--- src/pirc_cfg.svh ---
`ifndef PIRC_CFG_SVH
`define PIRC_CFG_SVH
// ---------------------------------------------------------------
// Register offsets (byte addresses on APB)
// ---------------------------------------------------------------
`define PIRC_OFF_ENTRY0     12'h000
`define PIRC_OFF_ENTRY1     12'h004
`define PIRC_OFF_ENTRY2     12'h008
`define PIRC_OFF_ENTRY3     12'h00c
`define PIRC_OFF_REQ        12'h010
`define PIRC_OFF_RESULT     12'h014
`define PIRC_OFF_DESC_HI    12'h018
`define PIRC_OFF_STATUS     12'h01c
`define PIRC_OFF_CLEAR      12'h020
`define PIRC_OFF_ENABLE     12'h024
// ---------------------------------------------------------------
// Entry field positions
// ---------------------------------------------------------------
`define PIRC_BIT_PRESENT    0
`define PIRC_BIT_FAULT_OFF  1
`define PIRC_BIT_MODE       15
`define PIRC_ALLOW_LSB      64
`define PIRC_ALLOW_MSB      79
`define PIRC_QUAL_LSB       80
`define PIRC_CHK_LSB        82
`define PIRC_RSV_LSB        84
`define PIRC_RSV_MSB        95
`define PIRC_DESC_LSB       96
`define PIRC_DESC_MSB       127
// ---------------------------------------------------------------
// Field encodings and reset values
// ---------------------------------------------------------------
`define PIRC_CHK_NONE       2'h0
`define PIRC_CHK_MATCH      2'h1
`define PIRC_CHK_BUS        2'h2
`define PIRC_QUAL_ALL       2'h0
`define PIRC_QUAL_SKIP2     2'h1
`define PIRC_QUAL_SKIP21    2'h2
`define PIRC_QUAL_SKIP210   2'h3
`define PIRC_RST_WORD       32'h0000_0000
`define PIRC_HOST_WIDTH_DEF 48
`endif

--- src/pirc_pkg.sv ---
package pirc_pkg;
   // Outcome of one requester-id check
   typedef struct packed {
      logic accept;   // Request may proceed
      logic block;    // Request blocked
      logic fault;    // Fault to be reported
      logic posted;   // Entry in posted format
   } pirc_verdict_t;

   // Status / enable bit layout
   typedef struct packed {
      logic reserved_err;  // Reserved encoding seen
      logic fault;         // Reported source fault
      logic done;          // A check completed
   } pirc_events_t;

   // Check state machine
   typedef enum logic [1:0] {
      PIRC_IDLE  = 2'b00,
      PIRC_CHECK = 2'b01
   } pirc_state_t;
endpackage

--- src/pirc_sid_match.sv ---
`timescale 1ns/10ps
`default_nettype none
`include "pirc_cfg.svh"
// ---------------------------------------------------------------
// Requester-id comparison, combinational
// ---------------------------------------------------------------
module pirc_sid_match (
   input  wire logic [127:0]       entry,
   input  wire logic [15:0]        req_id,
   output var  pirc_pkg::pirc_verdict_t verdict
);
   logic [1:0]  chk_type; // Source check type
   logic [1:0]  qual;     // Source mask qualifier
   logic [15:0] allowed;  // Allowed requester
   logic [15:0] mask;     // Bits that take part
   logic        match;    // Comparison outcome
   logic        bad;      // Reserved encoding

   // Qualifier to mask, low three bits dropped in steps
   function automatic logic [15:0] qual_mask(input logic [1:0] q);
      case (q)
         `PIRC_QUAL_ALL:    qual_mask = 16'hffff;
         `PIRC_QUAL_SKIP2:  qual_mask = 16'hfffb;
         `PIRC_QUAL_SKIP21: qual_mask = 16'hfff9;
         default:           qual_mask = 16'hfff8;
      endcase
   endfunction

   always_comb begin
      chk_type = entry[`PIRC_CHK_LSB +: 2];
      qual     = entry[`PIRC_QUAL_LSB +: 2];
      allowed  = entry[`PIRC_ALLOW_MSB:`PIRC_ALLOW_LSB];
      mask     = qual_mask(qual);
      match    = 1'b0;
      bad      = 1'b0;
      case (chk_type)
         `PIRC_CHK_NONE:  match = 1'b1;
         `PIRC_CHK_MATCH: match = ((req_id ^ allowed) & mask) == 16'h0000;
         `PIRC_CHK_BUS:   match = (req_id[15:8] >= allowed[15:8]) &&
                                  (req_id[15:8] <= allowed[7:0]);
         default: begin
            // Reserved type: treated as a failed check
            match = 1'b0;
            bad   = 1'b1;
         end
      endcase
      verdict.posted = entry[`PIRC_BIT_MODE];
      // Allow, qualifier and check-type fields only count when present is set
      if (!entry[`PIRC_BIT_PRESENT]) begin
         verdict.accept = 1'b0;
         verdict.block  = 1'b1;
         verdict.fault  = !entry[`PIRC_BIT_FAULT_OFF];
      end else begin
         verdict.accept = match && !bad;
         verdict.block  = !(match && !bad);
         verdict.fault  = !(match && !bad) && !entry[`PIRC_BIT_FAULT_OFF];
      end
   end
endmodule
`default_nettype wire

--- src/pirc_top.sv ---
// Summary of operation
// - Entry bits 127:96 give descriptor address 63:32
// - Address bits above host width read zero
// - Upper fields evaluated only when present
// - Check type 00 skips; 11 reserved
// - Type 01 compares masked requester id
// - Type 10 checks bus within range
// - Qualifier used only with type 01
// - Qualifier 00 compares all 16 bits
// - Qualifier 01 ignores bit 2
// - Qualifier 10 ignores bits 2, 1
// - Qualifier 11 ignores three low bits
// - Qualifier needs present and type 01
// - Absent entry blocks every request
// - Bits 79:64 hold allowed requester
// - Mode bit 15 selects posted format
`timescale 1ns/10ps
`default_nettype none
`include "pirc_cfg.svh"
module pirc_top #(
   parameter int HOST_ADDR_WIDTH = `PIRC_HOST_WIDTH_DEF  // Platform width
) (
   input  wire logic        pclk,
   input  wire logic        presetn,
   input  wire logic        psel,
   input  wire logic        penable,
   input  wire logic        pwrite,
   input  wire logic [11:0] paddr,
   input  wire logic [31:0] pwdata,
   output logic      [31:0] prdata,
   output logic             pready,
   output logic             pslverr,
   input  wire logic        req_valid,
   input  wire logic [15:0] req_id,
   output logic             req_accept,
   output logic             req_block,
   output logic             irq
);
   // ------------------------------------------------------------
   // Elaboration check
   // ------------------------------------------------------------
   if (HOST_ADDR_WIDTH < 32 || HOST_ADDR_WIDTH > 64) begin : g_bad
      $error("host address width out of range");
   end

   // ------------------------------------------------------------
   // State
   // ------------------------------------------------------------
   typedef struct packed {
      logic [127:0]          entry;      // Cached table entry
      logic [1:0]            req_v_sync; // Request valid sync
      logic                  req_v_old;  // For edge detect
      logic [1:0][15:0]      req_id_sync; // Requester id sync
      logic [15:0]           req_id;     // Captured requester
      logic [31:0]           desc_hi;    // Masked address high
      logic                  accept;     // Last verdict accept
      logic                  block;      // Last verdict block
      logic                  posted;     // Last verdict format
      pirc_pkg::pirc_events_t status;    // Sticky events
      pirc_pkg::pirc_events_t enable;    // Interrupt enables
      pirc_pkg::pirc_state_t  state;     // Check sequencer
      logic [31:0]           prdata;     // Read data
      logic                  pready;     // Bus answer
      logic                  pslverr;    // Bus error
      logic                  irq;        // Interrupt out
   } pirc_state_reg_t;

   pirc_state_reg_t         s_r;     // Registered state
   pirc_state_reg_t         s_nxt;   // Next state
   pirc_pkg::pirc_verdict_t verdict; // Compare result
   pirc_pkg::pirc_events_t  ev;      // Events this cycle
   pirc_pkg::pirc_events_t  clr;     // Clear strobes
   logic                    wr_acc;  // Write access phase
   logic                    rd_acc;  // Read access phase
   logic                    req_go;  // Rising request edge
   logic [31:0]             haw_mask;// Address high mask

   // Address bits 63:32 kept below the host width
   function automatic logic [31:0] high_mask(input int host_addr_width);
      logic [31:0] m;
      m = 32'h0000_0000;
      for (int i = 0; i < 32; i++) begin
         m[i] = (i + 32) < host_addr_width;
      end
      return m;
   endfunction

   assign haw_mask = high_mask(HOST_ADDR_WIDTH);

   // ------------------------------------------------------------
   // Compare unit
   // ------------------------------------------------------------
   pirc_sid_match u_match (
      .entry   (s_r.entry),
      .req_id  (s_r.req_id),
      .verdict (verdict)
   );

   // ------------------------------------------------------------
   // Next-state logic
   // ------------------------------------------------------------
   always_comb begin
      s_nxt  = s_r;
      wr_acc = psel && penable && pwrite;
      rd_acc = psel && penable && !pwrite;
      ev     = '0;
      clr    = '0;
      // Pin input: two flops before the edge detector
      s_nxt.req_v_sync = {s_r.req_v_sync[0], req_valid};
      s_nxt.req_v_old  = s_r.req_v_sync[1];
      // Id pins cross too; they settle before the strobe rises
      s_nxt.req_id_sync = {s_r.req_id_sync[0], req_id};
      req_go = s_r.req_v_sync[1] && !s_r.req_v_old;
      // Zero-wait APB: answer in the access phase
      s_nxt.pready  = psel && !penable;
      s_nxt.pslverr = 1'b0;
      if (psel && !penable) begin
         s_nxt.prdata = 32'h0000_0000;
         case (paddr)
            `PIRC_OFF_ENTRY0:  s_nxt.prdata = s_r.entry[31:0];
            `PIRC_OFF_ENTRY1:  s_nxt.prdata = s_r.entry[63:32];
            `PIRC_OFF_ENTRY2:  s_nxt.prdata = s_r.entry[95:64];
            `PIRC_OFF_ENTRY3:  s_nxt.prdata = s_r.entry[127:96];
            `PIRC_OFF_REQ:     s_nxt.prdata = {16'h0000, s_r.req_id};
            `PIRC_OFF_RESULT:  s_nxt.prdata = {29'h0, s_r.posted,
                                               s_r.block, s_r.accept};
            `PIRC_OFF_DESC_HI: s_nxt.prdata = s_r.desc_hi;
            `PIRC_OFF_STATUS:  s_nxt.prdata = {29'h0, s_r.status};
            `PIRC_OFF_ENABLE:  s_nxt.prdata = {29'h0, s_r.enable};
            `PIRC_OFF_CLEAR:   s_nxt.prdata = 32'h0000_0000;
            default:           s_nxt.pslverr = 1'b1;
         endcase
      end
      // Register writes, effective at the access edge
      if (wr_acc) begin
         case (paddr)
            `PIRC_OFF_ENTRY0:  s_nxt.entry[31:0]   = pwdata;
            `PIRC_OFF_ENTRY1:  s_nxt.entry[63:32]  = pwdata;
            `PIRC_OFF_ENTRY2:  s_nxt.entry[95:64]  = pwdata;
            `PIRC_OFF_ENTRY3:  s_nxt.entry[127:96] = pwdata;
            `PIRC_OFF_REQ:     s_nxt.req_id        = pwdata[15:0];
            `PIRC_OFF_CLEAR:   clr                 = pwdata[2:0];
            `PIRC_OFF_ENABLE:  s_nxt.enable        = pwdata[2:0];
            default:           s_nxt.entry         = s_r.entry;
         endcase
      end
      // Check sequencer: capture, then evaluate one cycle later
      case (s_r.state)
         pirc_pkg::PIRC_IDLE: begin
            if (req_go || (wr_acc && paddr == `PIRC_OFF_REQ)) begin
               if (req_go) begin
                  s_nxt.req_id = s_r.req_id_sync[1];
               end
               s_nxt.state = pirc_pkg::PIRC_CHECK;
            end
         end
         pirc_pkg::PIRC_CHECK: begin
            s_nxt.accept = verdict.accept;
            s_nxt.block  = verdict.block;
            s_nxt.posted = verdict.posted;
            // Reserved bits 95:84 are not checked by hardware
            if (s_r.entry[`PIRC_BIT_PRESENT]) begin
               s_nxt.desc_hi = s_r.entry[`PIRC_DESC_MSB:`PIRC_DESC_LSB]
                               & haw_mask;
            end else begin
               s_nxt.desc_hi = 32'h0000_0000;
            end
            ev.done         = 1'b1;
            ev.fault        = verdict.fault;
            ev.reserved_err = s_r.entry[`PIRC_BIT_PRESENT] &&
                              (s_r.entry[`PIRC_CHK_LSB +: 2] == 2'h3);
            s_nxt.state = pirc_pkg::PIRC_IDLE;
         end
         default: s_nxt.state = pirc_pkg::PIRC_IDLE;
      endcase
      // Sticky status: a set in the clear cycle wins
      s_nxt.status = (s_r.status & ~clr) | ev;
      s_nxt.irq    = |(s_nxt.status & s_nxt.enable);
   end

   // ------------------------------------------------------------
   // State register
   // ------------------------------------------------------------
   always_ff @(posedge pclk or negedge presetn) begin
      if (!presetn) begin
         s_r <= '0;
      end else begin
         s_r <= s_nxt;
      end
   end

   assign prdata     = s_r.prdata;
   assign pready     = s_r.pready;
   assign pslverr    = s_r.pslverr;
   assign req_accept = s_r.accept;
   assign req_block  = s_r.block;
   assign irq        = s_r.irq;
endmodule
`default_nettype wire

--- config.mk ---
export PLATFORM = sky130hd
export DESIGN_NAME = pirc_top
export DESIGN_NICKNAME = d
export VERILOG_FILES = /design/src/pirc_pkg.sv /design/src/pirc_sid_match.sv /design/src/pirc_top.sv
export VERILOG_INCLUDE_DIRS = /design/src
export SDC_FILE = /design/constraint.sdc
export NUM_CORES = 1
export LEC_CHECK = 0
export BUFFER_PORTS_ARGS = -buffer_cell sky130_fd_sc_hd__buf_2
export CAP_MARGIN = 20
export CORE_UTILIZATION = 50
export DETAILED_ROUTE_END_ITERATION = 7
export GPL_TIMING_DRIVEN = 1
export HOLD_SLACK_MARGIN = 0.06
export MAX_ROUTING_LAYER = met4
export PLACE_DENSITY = 0.72
export SETUP_SLACK_MARGIN = 0.05
export SYNTH_ARGS = -nofsm -noshare
export SYNTH_HDL_FRONTEND = slang
export SYNTH_SLANG_ARGS = --single-unit
--- constraint.sdc ---
create_clock -name pclk -period 1.96 [get_ports pclk]
set_clock_uncertainty 0.05 [all_clocks]
set_input_delay 0.294 -clock pclk [delete_from_list [all_inputs] [get_ports pclk]]
set_output_delay 0.294 -clock pclk [all_outputs]
set_load 0.1 [all_outputs]
==> impl_metrics.yaml <==
floorplanning:
  die_area_mm2: 0.0217
  die_width_um: 147
  fp-row-count: 52
  ios: 103
  initial_core_util_pct: 51.6
  fp.dieH_um: 147
  core-area_mm2: 0.0205
drt:
  avgRoutedWirePerCell_um: 20.1
  ant_nets: 0
  vias_per_cell: 5.69
  drt_first_pass_iters: 8
  wl_mm: 27.2
  drcViolationCount: 0
  vias: 7681
  drt_iter0_drc: 513
yosys:
  syn-instance-count: 860
  yosysTopAreaCellShare_pct: 56.8
  synth_seq_cells: 240
  ys.flop_type: "dfrtp_1"
  yosysWarnings: 0
  synth_area_mm2: 0.0106
  synth_top_cell_by_area: "dfrtp_1"
  synth_edf_count: 0
  avgSynthCellArea_um2: 12.3
  synthTopCellsByArea: "dfrtp_1 57%, mux2_2 9.1%, mux2_1 3.4%"
  seq_area_frac_synth_pct: 56.8
  synth.most_common_cell: "dfrtp_1"
  synth_cell_types: 54
  synth_fp_nets: 942
  synth_commonest_cells: "240 x dfrtp_1, 85 x mux2_2, 48 x o21ai_0"
  async_flop_share_pct: 100
grt:
  grt_max_degree: 71
  grt_usage_pct: 26.9
  antenna_found_initial: 0
  grt_pass1_vias: 8222
  grt_pass1_wl_mm: 44.4
  grt.overflow.total: 0
timing:
  tns_ns: -0.520
  finalCritPeriodShare_pct: 116
  setup_violations: 3
  fin_crit_ns: 2.27
  drv_slew: 0
  fmax_mhz: 441
  rsz0062_at_grt: "yes"
  hold_viol: 0
  setup_slack_ns: -0.308
  slew_headroom_pct: 59.1
  tightest_slew_ns: 0.613
setup_path:
  required_ns: 2.31
  cp_num_buf_inv: 2
  crit_path_max_fanout: 2
  critPathKind: "flip-flop to flip-flop"
  crit_path_start_kind: "flip-flop"
  path_cells: "inv_2 -> ha_4 -> and4b_1 -> nand4_1 -> nor4_2 -> buf_4 -> o2bb2ai_1 -> a31o_2 -> a221o_1"
  crit_family: "simple AND/OR/NAND/NOR gates"
  cp_slowest_stage_delay_ns: 0.39
  arrival_ns: 2.62
  crit_slowest_cell: "dfrtp_1"
  endpoint_kind: "flip-flop"
power_and_ir_drop:
  fin_total_pwr_mw: 11.8
  vdd_drop_max_uv: 1160
  p_per_area_mw_per_mm2: 862
  leakagePower_nw: 6.37
final_layout:
  final_nets: 1145
  multi_input_area_mm2: 0.00424
  utilization_pct: 66.6
  drive_gt1_share_pct: 37.1
  fin_area_mm2: 0.0136
  syn_to_final_growth_pct: 29.0
  stdcell_count: 1350
  fillCellCount: 1468
  antenna_cells: 0
  register_area_mm2: 0.00601
clocking:
  cts_tree: "yes"
  clk_path_buf_depth: 3
  cts-root-buf: "clkbuf_16"
  cts-buffers-inserted: 25
  path_clk_slew_ns: 0.06
  h-tree-depth: 1
  cts_num_sinks: 240
  clock_latency_ns: 0.52
place:
  hpwl_mm: 17.4
  place_inst: 1252
  io_buffer_count: 102
  place_area_mm2: 0.0121
  gp_congestion: 0.890
worst_hold_path:
  hp-class: "primary input to flip-flop"
job:
  maxCapViolCount: 0
run_status:
  status: "complete, but fails checks"
  violations: "setup timing"
-- stage by stage --
step	hold slack [ns]	setup slack (ns)
after global routing	0.100	-0.372
final	0.0805	-0.308
after global placement	0.278	-0.305
after detailed placement	0.282	-0.308
after floorplan	-0.0516	-0.0824
after CTS	0.0672	-0.258
-- metal layers --
layer  vias to the layer above  global-route usage (%)  part of all wire, %  wire length, µm
met4                         0                    9.02                  2.7              728
li1                       3492                       -                    -                -
met2                       234                    43.6                   49            13400
met1                      3898                    35.4                   43            11800
met5                         -                       -                    0                0
met3                        57                    3.30                  4.4             1200
-- layout by cell type (no fill, tap or decap), types with 30 or more instances in the layout --
| cell | netlist | layout |
|---|---|---|
| o21ai_0 | 48 | 47 |
| nand2_1 | 46 | 46 |
| mux2_2 | 85 | 73 |
| inv_1 | 35 | 34 |
| nor2_1 | 35 | 33 |
| dfrtp_1 | 240 | 238 |
| mux2i_1 | 30 | 30 |
| buf_4 | 33 | 88 |
| mux2_4 | 0 | 40 |
| dlygate4sd3_1 | 0 | 48 |
| buf_2 | 16 | 101 |
| a22oi_1 | 41 | 41 |
-- kinds of logic (layout without fill, tap and decap cells) --
kind of cell	after synthesis	after routing	share of synthesized area [%]
buf+inv	118	338	6.19
mux	147	147	15.3
simple gates	147	147	7.54
compound gates	185	185	11.7
flops	240	240	56.8
fa+ha+maj	16	16	1.89
xor+xnor	7	7	0.580
-- final timing paths --
check / startpoint / to / slack (ns) / cells past startpoint
hold / removal: pwdata[2] / s_r[195]$_DFFE_PN0P_ / 0.08 / 3
min in group asynchronous: presetn / prdata[2]$_DFFE_PN0P_ / 0.32 / 2
hold reg to reg: s_nxt[116]$_DFF_PN0_ / s_r[116]$_DFF_PN0_ / 0.30 / 0
setup / recovery: s_r[202]$_DFFE_PN0P_ / irq$_DFF_PN0_ / -0.31 / 9
setup reg to reg: s_r[202]$_DFFE_PN0P_ / irq$_DFF_PN0_ / -0.31 / 9
max in group asynchronous: presetn / s_r[245]$_DFFE_PN0P_ / 0.93 / 3
-- worst min-delay path, cell delays in order --
cell     delay [ns]
buf_2          0.16
nand2_1        0.07
o21ai_0        0.07
-- report_power, final --
part           switching [mW]  total, mW  internal (mW)
Sequential              0.106       5.22           5.11
Clock                    1.95       5.04           3.09
Combinational            1.01       1.50          0.493
Total                    3.06       11.8           8.70
-- what timing repair did --
item                       CTS  global route
pin swaps                   12            10
hold buffers                48             0
hold endpoints to repair   192             0
setup buffers                5             2
gates resized for setup     14             9
setup endpoints to repair    4             4
-- final cells by class --
type / instances / area share (%)
well taps: 270 / 2.48
repair buffers: 259 / 15.1
flip-flops and latches: 240 / 44.0
inverters: 35 / 0.963
clock inverters: 15 / 1.47
multi-input cells: 502 / 31.1
clock buffers: 29 / 4.92
-- flip-flops by register name, summed over array words and instances, names as in the netlist --
register	cells
req_block	1
pready	1
prdata	32
s_r	185
pslverr	1
s_nxt	18
req_accept	1
irq	1
(Power assumes the default switching activity.)
